<file path="src/inc/adc_pkg.sv">
// constants, register map and types for the converter control block
// assumes a single 100 MHz clock standing for the oscillator period
`default_nettype none
package adc_pkg;
   // ************************************************************
   // timing
   // ************************************************************
   localparam int CLK_PERIOD_NS = 10;
   localparam int TCY_OSC       = 4;
   localparam int TCY_CLKS      = TCY_OSC;
   localparam int RC_TAD_NS     = 4000;
   localparam int RC_TAD_CLKS   = (RC_TAD_NS + CLK_PERIOD_NS - 1)
                                  / CLK_PERIOD_NS;
   localparam logic [8:0] DIV_2OSC  = 9'h002;
   localparam logic [8:0] DIV_8OSC  = 9'h008;
   localparam logic [8:0] DIV_32OSC = 9'h020;
   localparam logic [8:0] DIV_RC    = 9'(RC_TAD_CLKS);
   localparam logic [3:0] CONV_TADS = 4'hc;
   localparam logic [3:0] HOLD_TADS = 4'h2;
   localparam logic [3:0] RES_BITS  = 4'ha;
   localparam logic [2:0] TCY_CNT   = 3'(TCY_CLKS);
   // ************************************************************
   // register map
   // ************************************************************
   localparam logic [2:0] REG_CTRL  = 3'h0;
   localparam logic [2:0] REG_CFG   = 3'h1;
   localparam logic [2:0] REG_RESH  = 3'h2;
   localparam logic [2:0] REG_RESL  = 3'h3;
   localparam logic [2:0] REG_STAT  = 3'h4;
   localparam logic [2:0] REG_PORT  = 3'h5;
   localparam int CTRL_CLK_HI = 7;
   localparam int CTRL_CLK_LO = 6;
   localparam int CTRL_CHS_HI = 5;
   localparam int CTRL_CHS_LO = 3;
   localparam int CTRL_GO     = 2;
   localparam int CTRL_ON     = 0;
   localparam int CFG_FMT     = 7;
   localparam int STAT_DONE   = 0;
   localparam logic [7:0] CTRL_RST = 8'h00;
   localparam logic [1:0] CLK_SEL_RC = 2'b11;
   localparam logic [1:0] CLK_SEL_2  = 2'b00;
   localparam logic [1:0] CLK_SEL_8  = 2'b01;
   // analog-pin masks per port configuration code, bit n = channel n
   localparam logic [7:0] ANALOG_MASK [16] = '{
      8'hff, 8'hff, 8'h1f, 8'h1f, 8'h0b, 8'h0b, 8'h00, 8'h00,
      8'hff, 8'h3f, 8'h3f, 8'h3f, 8'h1f, 8'h0f, 8'h01, 8'h0d};
   // ************************************************************
   // types
   // ************************************************************
   typedef enum logic [3:0]
   {
      ST_IDLE  = 4'b0001,
      ST_FIRST = 4'b0010,
      ST_CONV  = 4'b0100,
      ST_HOLD  = 4'b1000
   } adc_state_t;
endpackage : adc_pkg
`default_nettype wire

</file>
<file path="src/inc/adc_sar_if.sv">
// link between the control logic and the approximation core
// assumes both ends run on the same clock
`timescale 1ns/1ps
`default_nettype none
interface adc_sar_if;
   logic        start;
   logic        bit_en;
   logic [15:0] sample;
   logic [9:0]  code;
   logic        done;
   modport ctrl (output start, output bit_en, output sample,
                 input code, input done);
   modport core (input start, input bit_en, input sample,
                 output code, output done);
endinterface : adc_sar_if
`default_nettype wire

</file>
<file path="src/adc_tad_div.sv">
// bit-period divider: one-cycle tick per conversion bit period
// assumes the clock is the oscillator period
`timescale 1ns/1ps
`default_nettype none
module adc_tad_div
   import adc_pkg::*;
(
   input  wire logic       sys_clk,
   input  wire logic       sys_rst,
   input  wire logic       run,
   input  wire logic       clr,
   input  wire logic [1:0] sel,
   output var  logic       tick
);
   logic [8:0] cnt_r;
   logic [8:0] lim;

   always_comb
   begin
      unique case (sel)
         CLK_SEL_2:  lim = DIV_2OSC;
         CLK_SEL_8:  lim = DIV_8OSC;
         CLK_SEL_RC: lim = DIV_RC;
         default:    lim = DIV_32OSC;
      endcase
   end

   always_ff @(posedge sys_clk)
   begin
      if (sys_rst || !run || clr)
      begin
         cnt_r <= 9'h000;
         tick  <= 1'b0;
      end
      else if (cnt_r == lim - 9'h001)
      begin
         cnt_r <= 9'h000;
         tick  <= 1'b1;
      end
      else
      begin
         cnt_r <= cnt_r + 9'h001;
         tick  <= 1'b0;
      end
   end
endmodule : adc_tad_div
`default_nettype wire

</file>
<file path="src/adc_sar_core.sv">
// successive-approximation core: ten trials, msb first
// assumes sample is a 16-bit fraction of the reference span
`timescale 1ns/1ps
`default_nettype none
module adc_sar_core
   import adc_pkg::*;
(
   input  wire logic sys_clk,
   input  wire logic sys_rst,
   adc_sar_if.core   sar
);
   logic [15:0] samp_r;
   logic [9:0]  code_r;
   logic [3:0]  idx_r;
   logic        busy_r;
   logic        done_r;
   logic [9:0]  trial;

   assign trial    = code_r | 10'(10'h001 << idx_r);
   assign sar.code = code_r;
   assign sar.done = done_r;

   always_ff @(posedge sys_clk)
   begin
      done_r <= 1'b0;
      if (sys_rst)
      begin
         busy_r <= 1'b0;
         code_r <= 10'h000;
         idx_r  <= 4'h0;
         samp_r <= 16'h0000;
      end
      else if (sar.start)
      begin
         samp_r <= sar.sample;
         code_r <= 10'h000;
         idx_r  <= RES_BITS - 4'h1;
         busy_r <= 1'b1;
      end
      else if (busy_r && sar.bit_en)
      begin
         // code k whenever input >= k/1024 of span
         if ({trial, 6'h00} <= samp_r)
            code_r <= trial;
         if (idx_r == 4'h0)
         begin
            busy_r <= 1'b0;
            done_r <= 1'b1;
         end
         else
            idx_r <= idx_r - 4'h1;
      end
   end
endmodule : adc_sar_core
`default_nettype wire

</file>
<file path="src/adc_conv_ctrl.sv">
// converter control: registers, sequencing, sleep and result logic
// assumes the core drives the register port one strobe at a time
//
// Function
// - channel and direction never gate sequencing
// - analog-configured pins read zero in port
// - digital-configured pins still convert normally
// - clearing start aborts, result kept
// - after abort wait two bit periods, reacquire
// - first segment one instruction cycle up to one period
// - load ten-bit result justified by format bit
// - unused result bits loaded with zeros
// - result bytes writable as plain registers
// - sleep conversion only with internal rc clock
// - rc clock waits one instruction cycle first
// - sleep completion clears start, loads, wakes if done_int_en set
// - sleep done without interrupt powers down
// - sleep with other clocks aborts, powers down
// - reset clears control, aborts conversion
// - reset leaves result pair untouched
// - first code step at 1/1024 span
// - completion loads result, clears start, sets flag
// - conversion lasts twelve bit periods
// - right justify zero high six, left zero low six
// - clock select 2, 8, 32 osc, or rc
`timescale 1ns/1ps
`default_nettype none
module adc_conv_ctrl
   import adc_pkg::*;
(
   input  wire logic         sys_clk,
   input  wire logic         sys_rst,
   input  wire logic [2:0]   reg_addr,
   input  wire logic [7:0]   reg_wdata,
   input  wire logic         reg_wr,
   input  wire logic         reg_rd,
   output var  logic [7:0]   reg_rdata,
   input  wire logic [7:0]   pin_direction_bits,
   input  wire logic [7:0]   pin_out,
   input  wire logic [7:0]   pin_level,
   input  wire logic [127:0] analog_input_pins,
   input  wire logic         sleep_mode,
   input  wire logic         done_int_en,
   output var  logic         conversion_done_flag,
   output var  logic         wake_req,
   output var  logic         conv_powered,
   output var  logic         acquiring
);
   import adc_pkg::*;

   // ************************************************************
   // declarations
   // ************************************************************
   adc_state_t  state_r;
   adc_state_t  state_nxt;
   logic [1:0]  conv_clock_select_r;
   logic [2:0]  channel_select_r;
   logic        go_r;
   logic        converter_on_bit_r;
   logic        result_format_bit_r;
   logic [3:0]  pcfg_r;
   logic [7:0]  result_high_byte_r;
   logic [7:0]  result_low_byte_r;
   logic        pdown_r;
   logic        sleep_q_r;
   logic [3:0]  tad_cnt_r;
   logic [2:0]  cyc_cnt_r;
   logic [9:0]  code_hold_r;
   logic        done_r;
   logic        wake_r;
   logic        powered_r;
   logic        acq_r;
   logic [7:0]  rdata_r;
   logic        tick;
   logic        wr_ctrl;
   logic        wr_stat;
   logic        busy;
   logic        ready;
   logic        start;
   logic        sw_abort;
   logic        off_abort;
   logic        sleep_rise;
   logic        sleep_pd;
   logic        sleep_abort;
   logic        abort_any;
   logic        first_end;
   logic        conv_end;
   logic        hold_end;
   logic        is_rc;
   logic [15:0] chan_sample;
   logic [7:0]  rd_mux;
   logic [9:0]  code_now;

   adc_sar_if sar ();

   // ************************************************************
   // decode
   // ************************************************************
   assign wr_ctrl    = reg_wr && (reg_addr == REG_CTRL);
   assign wr_stat    = reg_wr && (reg_addr == REG_STAT);
   assign busy       = (state_r == ST_FIRST) || (state_r == ST_CONV);
   assign ready      = converter_on_bit_r && !pdown_r;
   assign is_rc      = (conv_clock_select_r == CLK_SEL_RC);
   // old on bit gates start: a write that powers up cannot also start
   assign start      = wr_ctrl && reg_wdata[CTRL_GO] && ready
                       && (state_r == ST_IDLE);
   assign sw_abort   = wr_ctrl && !reg_wdata[CTRL_GO] && busy;
   assign off_abort  = wr_ctrl && !reg_wdata[CTRL_ON];
   assign sleep_rise = sleep_mode && !sleep_q_r;
   assign sleep_pd   = sleep_rise && !is_rc && converter_on_bit_r;
   assign sleep_abort = sleep_pd && busy;
   assign abort_any  = sw_abort || sleep_abort;
   // rc start waits a full instruction cycle so sleep can follow
   assign first_end  = (state_r == ST_FIRST) && tick
                       && (cyc_cnt_r == TCY_CNT);
   assign conv_end   = (state_r == ST_CONV) && tick
                       && (tad_cnt_r == CONV_TADS - 4'h1);
   assign hold_end   = (state_r == ST_HOLD) && tick
                       && (tad_cnt_r == HOLD_TADS - 4'h1);

   // ************************************************************
   // bit-period divider and approximation core
   // ************************************************************
   adc_tad_div u_div
   (
      .sys_clk (sys_clk),
      .sys_rst (sys_rst),
      .run     (state_r != ST_IDLE),
      .clr     (start || abort_any),
      .sel     (conv_clock_select_r),
      .tick    (tick)
   );

   adc_sar_core u_core
   (
      .sys_clk (sys_clk),
      .sys_rst (sys_rst),
      .sar     (sar.core)
   );

   // direction output feeds the driven level into the path
   always_comb
   begin
      if (pin_direction_bits[channel_select_r])
         chan_sample = analog_input_pins[16*channel_select_r +: 16];
      else
         chan_sample = {16{pin_out[channel_select_r]}};
   end

   // port configuration is not consulted: digital pins convert too
   assign sar.sample = chan_sample;
   assign sar.start  = first_end;
   assign sar.bit_en = (state_r == ST_CONV) && tick;
   assign code_now   = sar.done ? sar.code : code_hold_r;

   always_ff @(posedge sys_clk)
   begin
      if (sys_rst)
         code_hold_r <= 10'h000;
      else if (sar.done)
         code_hold_r <= sar.code;
   end

   // ************************************************************
   // sequencer
   // ************************************************************
   always_comb
   begin
      state_nxt = state_r;
      unique case (state_r)
         ST_IDLE:
         begin
            if (start)
               state_nxt = ST_FIRST;
         end
         ST_FIRST:
         begin
            if (off_abort)
               state_nxt = ST_IDLE;
            else if (abort_any)
               state_nxt = ST_HOLD;
            else if (first_end)
               state_nxt = ST_CONV;
         end
         ST_CONV:
         begin
            if (off_abort)
               state_nxt = ST_IDLE;
            else if (abort_any || conv_end)
               state_nxt = ST_HOLD;
         end
         ST_HOLD:
         begin
            if (off_abort || hold_end)
               state_nxt = ST_IDLE;
         end
      endcase
   end

   always_ff @(posedge sys_clk)
   begin
      if (sys_rst)
         state_r <= ST_IDLE;
      else
         state_r <= state_nxt;
   end

   always_ff @(posedge sys_clk)
   begin
      if (sys_rst || state_nxt != state_r)
         tad_cnt_r <= 4'h0;
      else if (tick)
         tad_cnt_r <= tad_cnt_r + 4'h1;
   end

   // counts oscillator periods toward the first instruction cycle
   always_ff @(posedge sys_clk)
   begin
      if (sys_rst || state_r != ST_FIRST)
         cyc_cnt_r <= 3'h1;
      else if (cyc_cnt_r != TCY_CNT)
         cyc_cnt_r <= cyc_cnt_r + 3'h1;
   end

   // ************************************************************
   // control registers
   // ************************************************************
   always_ff @(posedge sys_clk)
   begin
      if (sys_rst)
      begin
         conv_clock_select_r <= CTRL_RST[CTRL_CLK_HI:CTRL_CLK_LO];
         channel_select_r    <= CTRL_RST[CTRL_CHS_HI:CTRL_CHS_LO];
         converter_on_bit_r  <= CTRL_RST[CTRL_ON];
      end
      else if (wr_ctrl)
      begin
         conv_clock_select_r <= reg_wdata[CTRL_CLK_HI:CTRL_CLK_LO];
         channel_select_r    <= reg_wdata[CTRL_CHS_HI:CTRL_CHS_LO];
         converter_on_bit_r  <= reg_wdata[CTRL_ON];
      end
   end

   always_ff @(posedge sys_clk)
   begin
      if (sys_rst)
         go_r <= CTRL_RST[CTRL_GO];
      else if (conv_end || sleep_abort || off_abort)
         go_r <= 1'b0;
      else if (start)
         go_r <= 1'b1;
      else if (wr_ctrl && !reg_wdata[CTRL_GO])
         go_r <= 1'b0;
   end

   always_ff @(posedge sys_clk)
   begin
      if (sys_rst)
      begin
         result_format_bit_r <= 1'b0;
         pcfg_r              <= 4'h0;
      end
      else if (reg_wr && reg_addr == REG_CFG)
      begin
         result_format_bit_r <= reg_wdata[CFG_FMT];
         pcfg_r              <= reg_wdata[3:0];
      end
   end

   // ************************************************************
   // sleep and power
   // ************************************************************
   // on bit keeps reading set while the analog part is down
   always_ff @(posedge sys_clk)
   begin
      if (sys_rst)
      begin
         pdown_r   <= 1'b0;
         sleep_q_r <= 1'b0;
      end
      else
      begin
         sleep_q_r <= sleep_mode;
         if (sleep_pd)
            pdown_r <= 1'b1;
         else if (conv_end && sleep_mode && !done_int_en)
            pdown_r <= 1'b1;
         else if (!sleep_mode || (wr_ctrl && !reg_wdata[CTRL_ON]))
            pdown_r <= 1'b0;
      end
   end

   always_ff @(posedge sys_clk)
   begin
      if (sys_rst)
      begin
         wake_r    <= 1'b0;
         powered_r <= 1'b0;
         acq_r     <= 1'b0;
      end
      else
      begin
         wake_r    <= conv_end && sleep_mode && done_int_en;
         powered_r <= ready;
         acq_r     <= ready && (state_r == ST_IDLE);
      end
   end

   // ************************************************************
   // result pair
   // ************************************************************
   // no reset: the pair survives resets and powers up unknown
   always_ff @(posedge sys_clk)
   begin
      if (conv_end)
      begin
         if (result_format_bit_r)
         begin
            result_high_byte_r <= {6'h00, code_now[9:8]};
            result_low_byte_r  <= code_now[7:0];
         end
         else
         begin
            result_high_byte_r <= code_now[9:2];
            result_low_byte_r  <= {code_now[1:0], 6'h00};
         end
      end
      else if (reg_wr && reg_addr == REG_RESH)
         result_high_byte_r <= reg_wdata;
      else if (reg_wr && reg_addr == REG_RESL)
         result_low_byte_r <= reg_wdata;
   end

   // hardware set beats a software clear in the same cycle
   always_ff @(posedge sys_clk)
   begin
      if (sys_rst)
         done_r <= 1'b0;
      else if (conv_end)
         done_r <= 1'b1;
      else if (wr_stat && !reg_wdata[STAT_DONE])
         done_r <= 1'b0;
   end

   // ************************************************************
   // read port
   // ************************************************************
   always_comb
   begin
      unique case (reg_addr)
         REG_CTRL: rd_mux = {conv_clock_select_r, channel_select_r,
                             go_r, 1'b0, converter_on_bit_r};
         REG_CFG:  rd_mux = {result_format_bit_r, 3'h0, pcfg_r};
         REG_RESH: rd_mux = result_high_byte_r;
         REG_RESL: rd_mux = result_low_byte_r;
         REG_STAT: rd_mux = {5'h00, acq_r, powered_r, done_r};
         REG_PORT: rd_mux = pin_level & ~ANALOG_MASK[pcfg_r];
         default:  rd_mux = 8'h00;
      endcase
   end

   always_ff @(posedge sys_clk)
   begin
      if (sys_rst || !reg_rd)
         rdata_r <= 8'h00;
      else
         rdata_r <= rd_mux;
   end

   assign reg_rdata            = rdata_r;
   assign conversion_done_flag = done_r;
   assign wake_req             = wake_r;
   assign conv_powered         = powered_r;
   assign acquiring            = acq_r;
endmodule : adc_conv_ctrl
`default_nettype wire

</file>
<file path="config.mk">
export PLATFORM = sky130hd
export DESIGN_NAME = adc_conv_ctrl
export DESIGN_NICKNAME = d
export VERILOG_FILES = /design/src/inc/adc_pkg.sv /design/src/inc/adc_sar_if.sv /design/src/adc_tad_div.sv /design/src/adc_sar_core.sv /design/src/adc_conv_ctrl.sv
export SDC_FILE = /design/constraint.sdc
export NUM_CORES = 1
export LEC_CHECK = 0
export BUFFER_PORTS_ARGS = -buffer_cell sky130_fd_sc_hd__buf_2
export CAP_MARGIN = 15
export CORE_ASPECT_RATIO = 0.7
export CORE_MARGIN = 3
export CORE_UTILIZATION = 40
export CTS_BUF_LIST = sky130_fd_sc_hd__clkbuf_4 sky130_fd_sc_hd__clkbuf_8 sky130_fd_sc_hd__clkbuf_16
export DETAILED_ROUTE_END_ITERATION = 7
export GPL_ROUTABILITY_DRIVEN = 0
export HOLD_SLACK_MARGIN = 0.1
export PLACE_DENSITY_LB_ADDON = 0.08
export SETUP_SLACK_MARGIN = 0.15
export SLEW_MARGIN = 15
export SYNTH_ARGS = -nofsm -noshare
export SYNTH_HDL_FRONTEND = slang
export SYNTH_SLANG_ARGS = --single-unit
export TNS_END_PERCENT = 50
</file>
<file path="constraint.sdc">
create_clock -name sys_clk -period 3.28 [get_ports sys_clk]
set_input_delay 0.82 -clock sys_clk [delete_from_list [all_inputs] [get_ports sys_clk]]
set_output_delay 0.82 -clock sys_clk [all_outputs]
set_load 0.02 [all_outputs]
</file>
==> flow_summary_export.csv, run 1 <==
group,metric,value,unit
layout,layout.nets,993,
sta,fin_crit,2.86,ns
clock_tree,numClockSinks,105,
setup_path,worstPathRequired,3.55,ns
floorplan,die_area,17300,um2
floorplan,die_w,156,um
sta,finClkSkew,0.0139,ns
synth,synth_flop_cell,"dfxtp_1",
synth,yosysTopAreaCellShare,0.284,
clock_tree,root_buffer,"clkbuf_16",
sta,finalSetupViolCount,0,
synth,ys_warn_count,0,
setup_path,worstPathArrival,3.13,ns
status,outcome,"completed",
min_path,hold_path.class,"register to register",
setup_path,cp_max_fo,9,
pwr,pwr-share-clk,0.406,
synth,syn_nets,828,
setup_path,cpPeakStageDelay,0.53,ns
setup_path,cp_num_buf_inv,1,
floorplan,core_area,15000,um2
clock_tree,cts_setup_buffers,0,
drt,drtAntennaViolNets,0,
synth,synthCells,639,
global_routing,grt_max_degree,30,
drt,vias_per_cell,5.56,
layout,regArea,2260,um2
pwr,power_frac_comb,0.104,
setup_path,crit_slowest_cell,"a2111oi_1",
sta,slew_headroom,0.516,
layout,multi_input_area,3690,um2
pwr,p_leak,3.19,nW
drt,vias,5572,
pwr,cellInternalPower,2.09,mW
setup_path,crit_family,"compound AO/OA/AOI/OAI gates",
placed_design,port_buffers,180,
sta,tns,0,ns
clock_tree,cts_made_buffers,9,
clock_tree,insertion_delay,0.35,ns
synth,postSynthAreaPerCell,9.83,um2
sta,fin_crit_sh,0.873,
clock_tree,path_clk_slew,0.07,ns
layout,syn_to_final_growth,21.4,%
setup_path,crit_path_end_kind,"register",
drt,drcViolationCount,0,
layout,fillers,1421,
layout,n_antenna_cell,0,
clock_tree,cts_tree,"yes",
setup_path,crit_path_start_kind,"register",
global_routing,grt_first_pass_wirelength,28.6,mm
global_routing,antenna_found_initial,0,
pwr,seqPwrFrac,0.490,
synth,yosys.area.top_type,"dfxtp_1",
synth,synth_edf_count,16,
drt,wl_per_cell,17.6,um
clock_tree,h-tree-depth,3,
pwr,p_per_area,355,nW/um2
pwr,ir_drop,0.000253,V
sta,worst_pin_slew,0.727,ns
sta,grt_setup_unrepaired,"no",
sta,fmax,0.349,GHz
drt,drt-total-wl,17.6,mm
synth,ys_seq_elements,105,
setup_path,critical_path_class,"register to register",
global_routing,grt_overflow,0,
layout,final_cell_mix,"buf_2, dfxtp_1, nor2_1, nand2_1, a21oi_1",
clock_tree,clk_path_buf_depth,2,
pwr,switchingPower,0.622,mW
synth,postSynth.asyncResetShare,0,
layout,drive_gt1_frac,0.351,
layout,layout_commonest_cell,"buf_2",
global_routing,grt_pass1_vias,5715,
floorplan,start_util,0.418,
setup_path,crit_path_cell_trace,"inv_1 -> ha_1 -> nor3b_1 -> or2_2 -> ha_1 -> a21oi_1 -> nor2_1 -> a2111oi_1 -> o21ai_1 -> a21oi_1",
synth,ys_types,77,
synth,synthTopCellsByArea,"dfxtp_1, mux4_2, edfxtp_1",
pwr,swShare,0.230,
sta,hold_viol,0,
clock_tree,cts_hold_buf,0,
floorplan,num_rows,37,
sta,finalHoldWorstSlack,0.472,ns
drt,dr.pass1.iters,5,
floorplan,dieHeight,111,um
sta,finalMaxSlewViolations,0,
placed_design,dpl.hpwl,14.0,mm
synth,synth_area,6280,um2
drt,drt_iter0_drc,407,
job,drv.max_cap_violation_count,0,
synth,synth-seq-area-share,0.360,
floorplan,ios,181,
global_routing,grt_usage,0.204,
==> Yosys cell counts (4+ instances only) <==
cell,number
mux2_2,10
mux2i_1,27
nor2b_1,6
clkbuf_1,17
a21oi_1,41
xnor2_1,8
inv_1,32
buf_6,4
nor2_1,59
and2_1,6
nor4_1,4
mux4_2,36
a22oi_1,6
edfxtp_1,16
buf_1,6
nand3_1,18
nor3_1,5
o211a_1,17
and3_1,10
nand2_1,58
xor2_1,7
o21ai_0,32
buf_2,10
or2_2,4
nand2b_1,8
o21ai_2,11
ha_1,20
nand4_1,6
o21ai_1,4
dfxtp_1,89
==> power groups by stage <==
stage | sequential, mW | combinational, mW | clock [mW]
floorplan | 1.35 | 0.144 | 0
global placement | 1.36 | 0.274 | 0
detailed placement | 1.36 | 0.282 | 0
CTS | 1.33 | 0.283 | 1.12
global route | 1.33 | 0.308 | 1.18
finish | 1.33 | 0.282 | 1.10
==> sequential cells by signal (all words and copies together), names as in the netlist, 2 cells and up <==
signal	flops
reg_rdata	8
u_core.sar.code	10
cyc_cnt_r	3
channel_select_r	3
pcfg_r	4
conv_clock_select_r	2
u_core.idx_r	4
state_r	4
u_div.cnt_r	9
result_high_byte_r	8
code_hold_r	10
tad_cnt_r	4
u_core.samp_r	16
result_low_byte_r	8
==> per-layer routing <==
metal	vias up	share of wire	track usage
met5	-	0	0
li1	2680	-	-
met4	0	0.011	0.0406
met3	17	0.050	0.0347
met2	142	0.45	0.314
met1	2733	0.49	0.302
==> cells by family after synthesis <==
family                   share of synthesized area
AND/OR/NAND/NOR                              0.166
adder cells (fa/ha/maj)                     0.0398
flip-flops                                   0.360
multiplexers                                 0.204
AO/OA/AOI/OAI                                0.157
buffers and inverters                       0.0522
XOR/XNOR                                    0.0209
==> timing repair <==
item / CTS / global route
gates resized for setup: 0 / 1
setup endpoints to repair: 0 / 9
endpoints found under the hold margin: 0 / 0
==> layout make-up <==
class                   instances  area share
clock buffers                  12      0.0371
clock inverters                 3     0.00263
inverters                      33      0.0162
multi-input cells             462       0.484
flip-flops and latches        105       0.297
well taps                     195      0.0320
repair buffers                193       0.131
==> metrics by stage <==
| stage | utilization | instance area (um2) | setup slack [ns] | std cells | power (mW) |
|---|---|---|---|---|---|
| after floorplan | - | 6280 | 0.885 | 639 | 1.50 |
| after global placement | 0.487 | 7320 | 0.574 | 988 | 1.63 |
| after detailed placement | 0.487 | 7320 | 0.402 | 988 | 1.64 |
| after CTS | 0.507 | 7620 | 0.327 | 1003 | 2.73 |
| after global routing | 0.507 | 7630 | 0.222 | 1003 | 2.82 |
| final | 0.507 | 7630 | 0.416 | 1003 | 2.71 |
==> path summary, 6_finish.rpt <==
check / from / depth (start not counted) / slack, ns / to
worst max-delay path: u_core.idx_r[0]$_SDFFE_PP0P_ / 10 / 0.42 / u_core.sar.code[4]$_SDFFE_PP0P_
worst min-delay path: u_div.cnt_r[0]$_SDFF_PP0_ / 1 / 0.47 / u_div.cnt_r[0]$_SDFF_PP0_
worst max register to register: u_core.idx_r[0]$_SDFFE_PP0P_ / 10 / 0.42 / u_core.sar.code[4]$_SDFFE_PP0P_
worst min register to register: u_div.cnt_r[0]$_SDFF_PP0_ / 1 / 0.47 / u_div.cnt_r[0]$_SDFF_PP0_
Power figures use the tool's default switching activity.
==> run 2: changes to the inputs <==
Settings changed: RECOVER_POWER set to 50.
==> run 2 against run 1 <==
The flow now finishes with violations (capacitance limit, slew limit). Maximum frequency down 0.76%. Non-clock buffer count unchanged. Critical path type unchanged. Sequential power about the same. Via count up 0.23%. Register-to-register slack worse by 0.02 ns. Combinational power about the same. Global-route usage unchanged. First-iteration DRC count up 7.4%.
==> flow_summary_export.csv, run 2 (synthesis gave the netlist of run 1 again) <==
group,metric,value,unit
placed_design,port_buffers,180,
layout,final_cell_mix,"buf_2, dfxtp_1, nor2_1, nand2_1, a21oi_1",
clock_tree,clk_path_buf_depth,2,
global_routing,antenna_found_initial,0,
floorplan,dieHeight,111,um
placed_design,dpl.hpwl,14.0,mm
clock_tree,numClockSinks,105,
drt,vias_per_cell,5.57,
setup_path,crit_slowest_cell,"a2111oi_1",
sta,hold_viol,0,
floorplan,core_area,15000,um2
drt,dr.pass1.iters,5,
setup_path,cp_max_fo,9,
sta,worst_pin_slew,1.58,ns
setup_path,worstPathRequired,3.55,ns
global_routing,grt_overflow,0,
job,drv.max_cap_violation_count,1,
clock_tree,cts_setup_buffers,0,
layout,top_register,"u_core.samp_r",
drt,vias,5585,
layout,layout.nets,993,
setup_path,crit_path_cell_trace,"inv_1 -> ha_1 -> nor3b_1 -> or2_2 -> ha_1 -> a21oi_1 -> nor2_1 -> a2111oi_1 -> o21ai_1 -> a21oi_1",
clock_tree,h-tree-depth,3,
sta,finClkSkew,0.0138,ns
layout,largest_reg_flops,16,
setup_path,critical_path_class,"register to register",
setup_path,worstPathArrival,3.15,ns
clock_tree,cts_tree,"yes",
global_routing,grt_max_degree,30,
drt,wl_per_cell,17.7,um
setup_path,reg2reg_from,"u_core.idx_r[0]$_SDFFE_PP0P_",
drt,drcViolationCount,0,
sta,grt_setup_unrepaired,"no",
floorplan,num_rows,37,
setup_path,r2r-end,"u_core.sar.code[4]$_SDFFE_PP0P_",
pwr,p_leak,3.13,nW
pwr,power,2.70,mW
sta,slew_headroom,-0.0553,
sta,fin_crit,2.89,ns
pwr,p_per_area,356,nW/um2
setup_path,r2r_slack,0.39,ns
layout,n_antenna_cell,0,
global_routing,grt_usage,0.204,
setup_path,crit_path_start_kind,"register",
drt,drt-total-wl,17.7,mm
sta,fmax,0.347,GHz
status,violations,"capacitance limit, slew limit",
global_routing,grt_pass1_vias,5715,
layout,layout_commonest_cell,"buf_2",
setup_path,r2r_cells,10,
setup_path,crit_path_start,"u_core.idx_r[0]$_SDFFE_PP0P_",
sta,finalMaxSlewViolations,30,
drt,drt_iter0_drc,437,
pwr,ir_drop,0.000251,V
layout,drive_gt1_frac,0.329,
status,outcome,"finished with violations",
clock_tree,root_buffer,"clkbuf_16",
setup_path,cpPeakStageDelay,0.54,ns
min_path,hold_path.class,"register to register",
setup_path,cp-endpoint,"u_core.sar.code[4]$_SDFFE_PP0P_",
clock_tree,insertion_delay,0.35,ns
floorplan,start_util,0.418,
floorplan,die_area,17300,um2
floorplan,die_w,156,um
clock_tree,cts_made_buffers,9,
sta,tns,0,ns
layout,fillers,1430,
setup_path,crit_path_end_kind,"register",
sta,fin_crit_sh,0.880,
sta,finalSetupViolCount,0,
global_routing,grt_first_pass_wirelength,28.6,mm
clock_tree,path_clk_slew,0.07,ns
layout,syn_to_final_growth,20.9,%
drt,drtAntennaViolNets,0,
floorplan,ios,181,
-- run 2: cell type report --
type	count	area, um2	area share
inverters	33	124	0.0163
clock buffers	12	283	0.0372
repair buffers	193	977	0.129
multi-input cells	462	3680	0.485
well taps	195	244	0.0321
flip-flops and latches	105	2260	0.298
clock inverters	3	20.0	0.00264
-- run 2: through the flow --
step                      setup slack, ns  hold WS (ns)  instances  cell area, um2  utilization
after floorplan                     0.885         0.414        639            6280            -
after global placement              0.574         0.453        988            7320        0.487
after detailed placement            0.402         0.456        988            7320        0.487
after CTS                           0.327         0.475       1003            7620        0.507
after global routing                0.222         0.503       1003            7590        0.505
final                               0.394         0.472       1003            7590        0.505
-- run 2: worst min path at each step --
stage | startpoint | endpoint | slack, ns | cells past startpoint
after CTS | u_div.cnt_r[0]$_SDFF_PP0_ | u_div.cnt_r[0]$_SDFF_PP0_ | 0.47 | 1
final | u_div.cnt_r[0]$_SDFF_PP0_ | u_div.cnt_r[0]$_SDFF_PP0_ | 0.47 | 1
after detailed placement | pdown_r$_SDFFE_PP0P_ | conv_powered$_SDFF_PP0_ | 0.46 | 1
after global placement | u_div.cnt_r[0]$_SDFF_PP0_ | u_div.cnt_r[0]$_SDFF_PP0_ | 0.45 | 1
after floorplan | pdown_r$_SDFFE_PP0P_ | conv_powered$_SDFF_PP0_ | 0.41 | 1
after global routing | u_core.sar.code[0]$_SDFFE_PP0P_ | u_core.sar.code[0]$_SDFFE_PP0P_ | 0.50 | 2
-- run 2: repair_timing --
action | in CTS | in global routing
gates resized for setup | 0 | 1
setup endpoints to repair | 0 | 9
hold buffers | 0 | 0
-- run 2: report_power, final --
part	total [mW]	internal, mW	switching, mW	leakage, nW
registers	1.33	1.32	0.00969	0.864
clock network	1.09	0.614	0.480	0.153
logic	0.279	0.152	0.127	2.11
total	2.70	2.08	0.617	3.13
-- run 2: per-layer routing --
layer,share of wire,GRT usage,up-vias
met4,0.011,0.0406,0
li1,-,-,2676
met5,0,0,-
met2,0.45,0.314,165
met3,0.059,0.0347,19
met1,0.48,0.302,2725
-- run 2: worst max-delay path: cells and delay by family (launching register included) --
| kind | cells | cell delay (ns) |
|---|---|---|
| and+or+nand+nor | 3 | 0.54 |
| DFF | 1 | 0.40 |
| adders and majority gates | 2 | 0.44 |
| buffers and inverters | 1 | 0.12 |
| AOI/OAI and AO/OA | 4 | 1.30 |
==> run 3: changes to the inputs <==
Settings changed: CORE_ASPECT_RATIO 0.7 to 1.25, SETUP_SLACK_MARGIN 0.15 to 0.3, SYNTH_HIERARCHICAL set to 1.
==> run 3 against run 2 <==
The run now ends clean. Combinational power fell by 1%. Hold slack improved by 0.011 ns. Die area rose by 0.60%. Register-to-register slack improved by 0.15 ns. Sequential share of layout area fell by 0.27 points. Design area rose by 0.92%. Highest routed layer unchanged.
==> flow_summary_export.csv, run 3 <==
group,metric,value,unit
floorplan,num_rows,50,
sta,slew_headroom,0.265,
placed_design,placed_area,7370,um2
floorplan,core_area,15300,um2
sta,tns,0,ns
global_routing,grt_overflow,0,
placed_design,dp.cells,997,
clock_tree,numClockSinks,105,
drt,wl_per_cell,16.3,um
clock_tree,cts_made_buffers,9,
synth,synthCells,639,
pwr,power_frac_comb,0.101,
sta,finalSetupViolCount,0,
setup_path,cp_num_buf_inv,1,
synth,yosys.area.top_type,"dfxtp_1",
global_routing,antenna_found_initial,0,
floorplan,die_w,118,um
sta,fin_crit,2.74,ns
setup_path,worstPathRequired,3.19,ns
placed_design,dpl.hpwl,13.4,mm
sta,hold_viol,0,
pwr,p_per_area,356,nW/um2
synth,ys_types,73,
clock_tree,clk_path_buf_depth,2,
global_routing,grt_max_degree,42,
clock_tree,path_clk_slew,0.07,ns
global_routing,grt_pass1_vias,5551,
synth,synth_edf_count,16,
setup_path,r2r_slack,0.54,ns
synth,synth_flop_cell,"dfxtp_1",
drt,drtAntennaViolNets,0,
drt,drt-total-wl,16.5,mm
floorplan,start_util,0.415,
layout,layout.nets,989,
layout,n_antenna_cell,0,
synth,yosysTopAreaCellShare,0.282,
drt,drt_iter0_drc,246,
min_path,min_from,"u_div/cnt_r[0]$_SDFF_PP0_",
layout,fillers,1478,
setup_path,cpPeakStageDelay,0.72,ns
setup_path,r2r-end,"result_high_byte_r[2]$_DFFE_PP_",
synth,synth_area,6330,um2
floorplan,die_area,17400,um2
clock_tree,insertion_delay,0.34,ns
setup_path,critical_path_class,"register to register",
sta,worst_pin_slew,1.09,ns
sta,fin_crit_sh,0.834,
pwr,seqPwrFrac,0.484,
pwr,swShare,0.225,
setup_path,crit_family,"buffers and inverters",
floorplan,ios,181,
pwr,cellInternalPower,2.12,mW
clock_tree,cts_hold_buf,0,
drt,vias_per_cell,5.33,
layout,final_cell_count_no_fill,1013,
pwr,power,2.73,mW
layout,final_area,7660,um2
setup_path,crit_path_end_kind,"register",
synth,postSynthAreaPerCell,9.90,um2
placed_design,port_buffers,180,
pwr,switchingPower,0.613,mW
global_routing,grt_first_pass_wirelength,26.9,mm
sta,fmax,0.366,GHz
layout,final_cell_mix,"buf_2, dfxtp_1, nor2_1, mux2i_1, mux4_2",
clock_tree,cts_setup_buffers,0,
drt,drcViolationCount,0,
min_path,hold_path.class,"register to register",
synth,synthTopCellsByArea,"dfxtp_1, mux4_2, mux2i_1",
layout,layout_commonest_cell,"buf_2",
global_routing,grt_usage,0.187,
synth,synth_common_cells,"dfxtp_1, nor2_1, mux2i_1, mux4_2, nand2_1",
synth,syn_nets,828,
synth,ys_seq_elements,105,
layout,syn_to_final_growth,21.1,%
pwr,p_leak,2.94,nW
floorplan,dieHeight,147,um
status,outcome,"completed",
min_path,hold_path_end,"u_div/cnt_r[0]$_SDFF_PP0_",
job,drv.max_cap_violation_count,0,
synth,synth-seq-area-share,0.358,
setup_path,crit_path_start_kind,"register",
layout,top_register,"u_core/samp_r",
layout,largest_reg_flops,16,
setup_path,reg2reg_from,"tad_cnt_r[0]$_SDFFE_PP0P_",
clock_tree,cts_tree,"yes",
clock_tree,h-tree-depth,3,
setup_path,crit_slowest_cell,"clkbuf_1",
drt,vias,5397,
drt,dr.pass1.iters,4,
synth,yosysMostFrequentCell,"dfxtp_1",
sta,finalMaxSlewViolations,0,
synth,ys_warn_count,6,
setup_path,worstPathArrival,2.65,ns
clock_tree,ctsResizeCount,0,
setup_path,cp_max_fo,21,
pwr,ir_drop,0.000239,V
sta,grt_setup_unrepaired,"no",
layout,final_core_util,0.502,
sta,finClkSkew,0.0113,ns
pwr,pwr-share-clk,0.416,
layout,drive_gt1_frac,0.327,
synth,postSynth.asyncResetShare,0,
min_path,hold_depth,1,
setup_path,crit_path_cell_trace,"ha_1 -> nand4b_1 -> or2_1 -> clkbuf_1 -> o21ai_0",
setup_path,r2r_cells,5,
clock_tree,root_buffer,"clkbuf_16",
## run 3: worst register-to-register path: stages (launching register included)
cell and delay (ns):
dfxtp_1 0.36, ha_1 0.23, nand4b_1 0.19, or2_1 0.13
clkbuf_1 0.72, o21ai_0 0.69
## run 3: power groups by stage
stage / Clock (mW) / Combinational [mW] / Sequential (mW)
final: 1.14 / 0.275 / 1.32
after global routing: 1.21 / 0.305 / 1.32
after CTS: 1.15 / 0.280 / 1.32
after detailed placement: 0 / 0.279 / 1.35
after global placement: 0 / 0.273 / 1.35
after floorplan: 0 / 0.145 / 1.35
## run 3: routing by layer
metal / vias to the layer above / share of wire / global-route usage
li1: 2674 / - / -
met1: 2521 / 0.40 / 0.213
met2: 163 / 0.53 / 0.349
met3: 39 / 0.045 / 0.0283
met4: 0 / 0.028 / 0.0690
met5: - / 0 / 0
## run 3: cells by family (layout without fill, tap and decap cells)
group                    count (synthesis)  count (layout)  synth area share
AND/OR/NAND/NOR                        209             209             0.176
AO/OA/AOI/OAI                          122             122             0.123
XOR/XNOR                                16              16            0.0221
buffers and inverters                   68             234            0.0481
multiplexers                            99              99             0.234
flip-flops                             105             105             0.358
adder cells (fa/ha/maj)                 20              20            0.0395
## run 3: stage by stage
stage | worst slack [ns] | hold WS (ns)
detailed placement | 0.518 | 0.470
finish | 0.545 | 0.483
floorplan | 0.671 | 0.430
CTS | 0.789 | 0.489
global route | 0.376 | 0.513
global placement | 0.592 | 0.462
## run 3: how the worst max path moves through the flow
stage / start / to / depth (start not counted)
global route: tad_cnt_r[0]$_SDFFE_PP0P_ / result_high_byte_r[2]$_DFFE_PP_ / 5
CTS: u_core/idx_r[0]$_SDFFE_PP0P_ / u_core/sar.code[0]$_SDFFE_PP0P_ / 8
floorplan: reg_addr[2] / u_div/cnt_r[2]$_SDFF_PP0_ / 9
global placement: reg_addr[1] / u_div/cnt_r[8]$_SDFF_PP0_ / 7
detailed placement: reg_addr[1] / u_div/cnt_r[8]$_SDFF_PP0_ / 7
finish: tad_cnt_r[0]$_SDFFE_PP0P_ / result_high_byte_r[2]$_DFFE_PP_ / 5
## run 3: layout make-up
| class | count | area (um2) | share of cell area |
|---|---|---|---|
| Inverter | 27 | 101 | 0.0132 |
| Timing Repair Buffer | 191 | 960 | 0.125 |
| Clock inverter | 5 | 61.3 | 0.00800 |
| Clock buffer | 11 | 258 | 0.0336 |
| Sequential cell | 105 | 2260 | 0.295 |
| Tap cell | 208 | 260 | 0.0340 |
| Multi-Input combinational cell | 466 | 3760 | 0.491 |
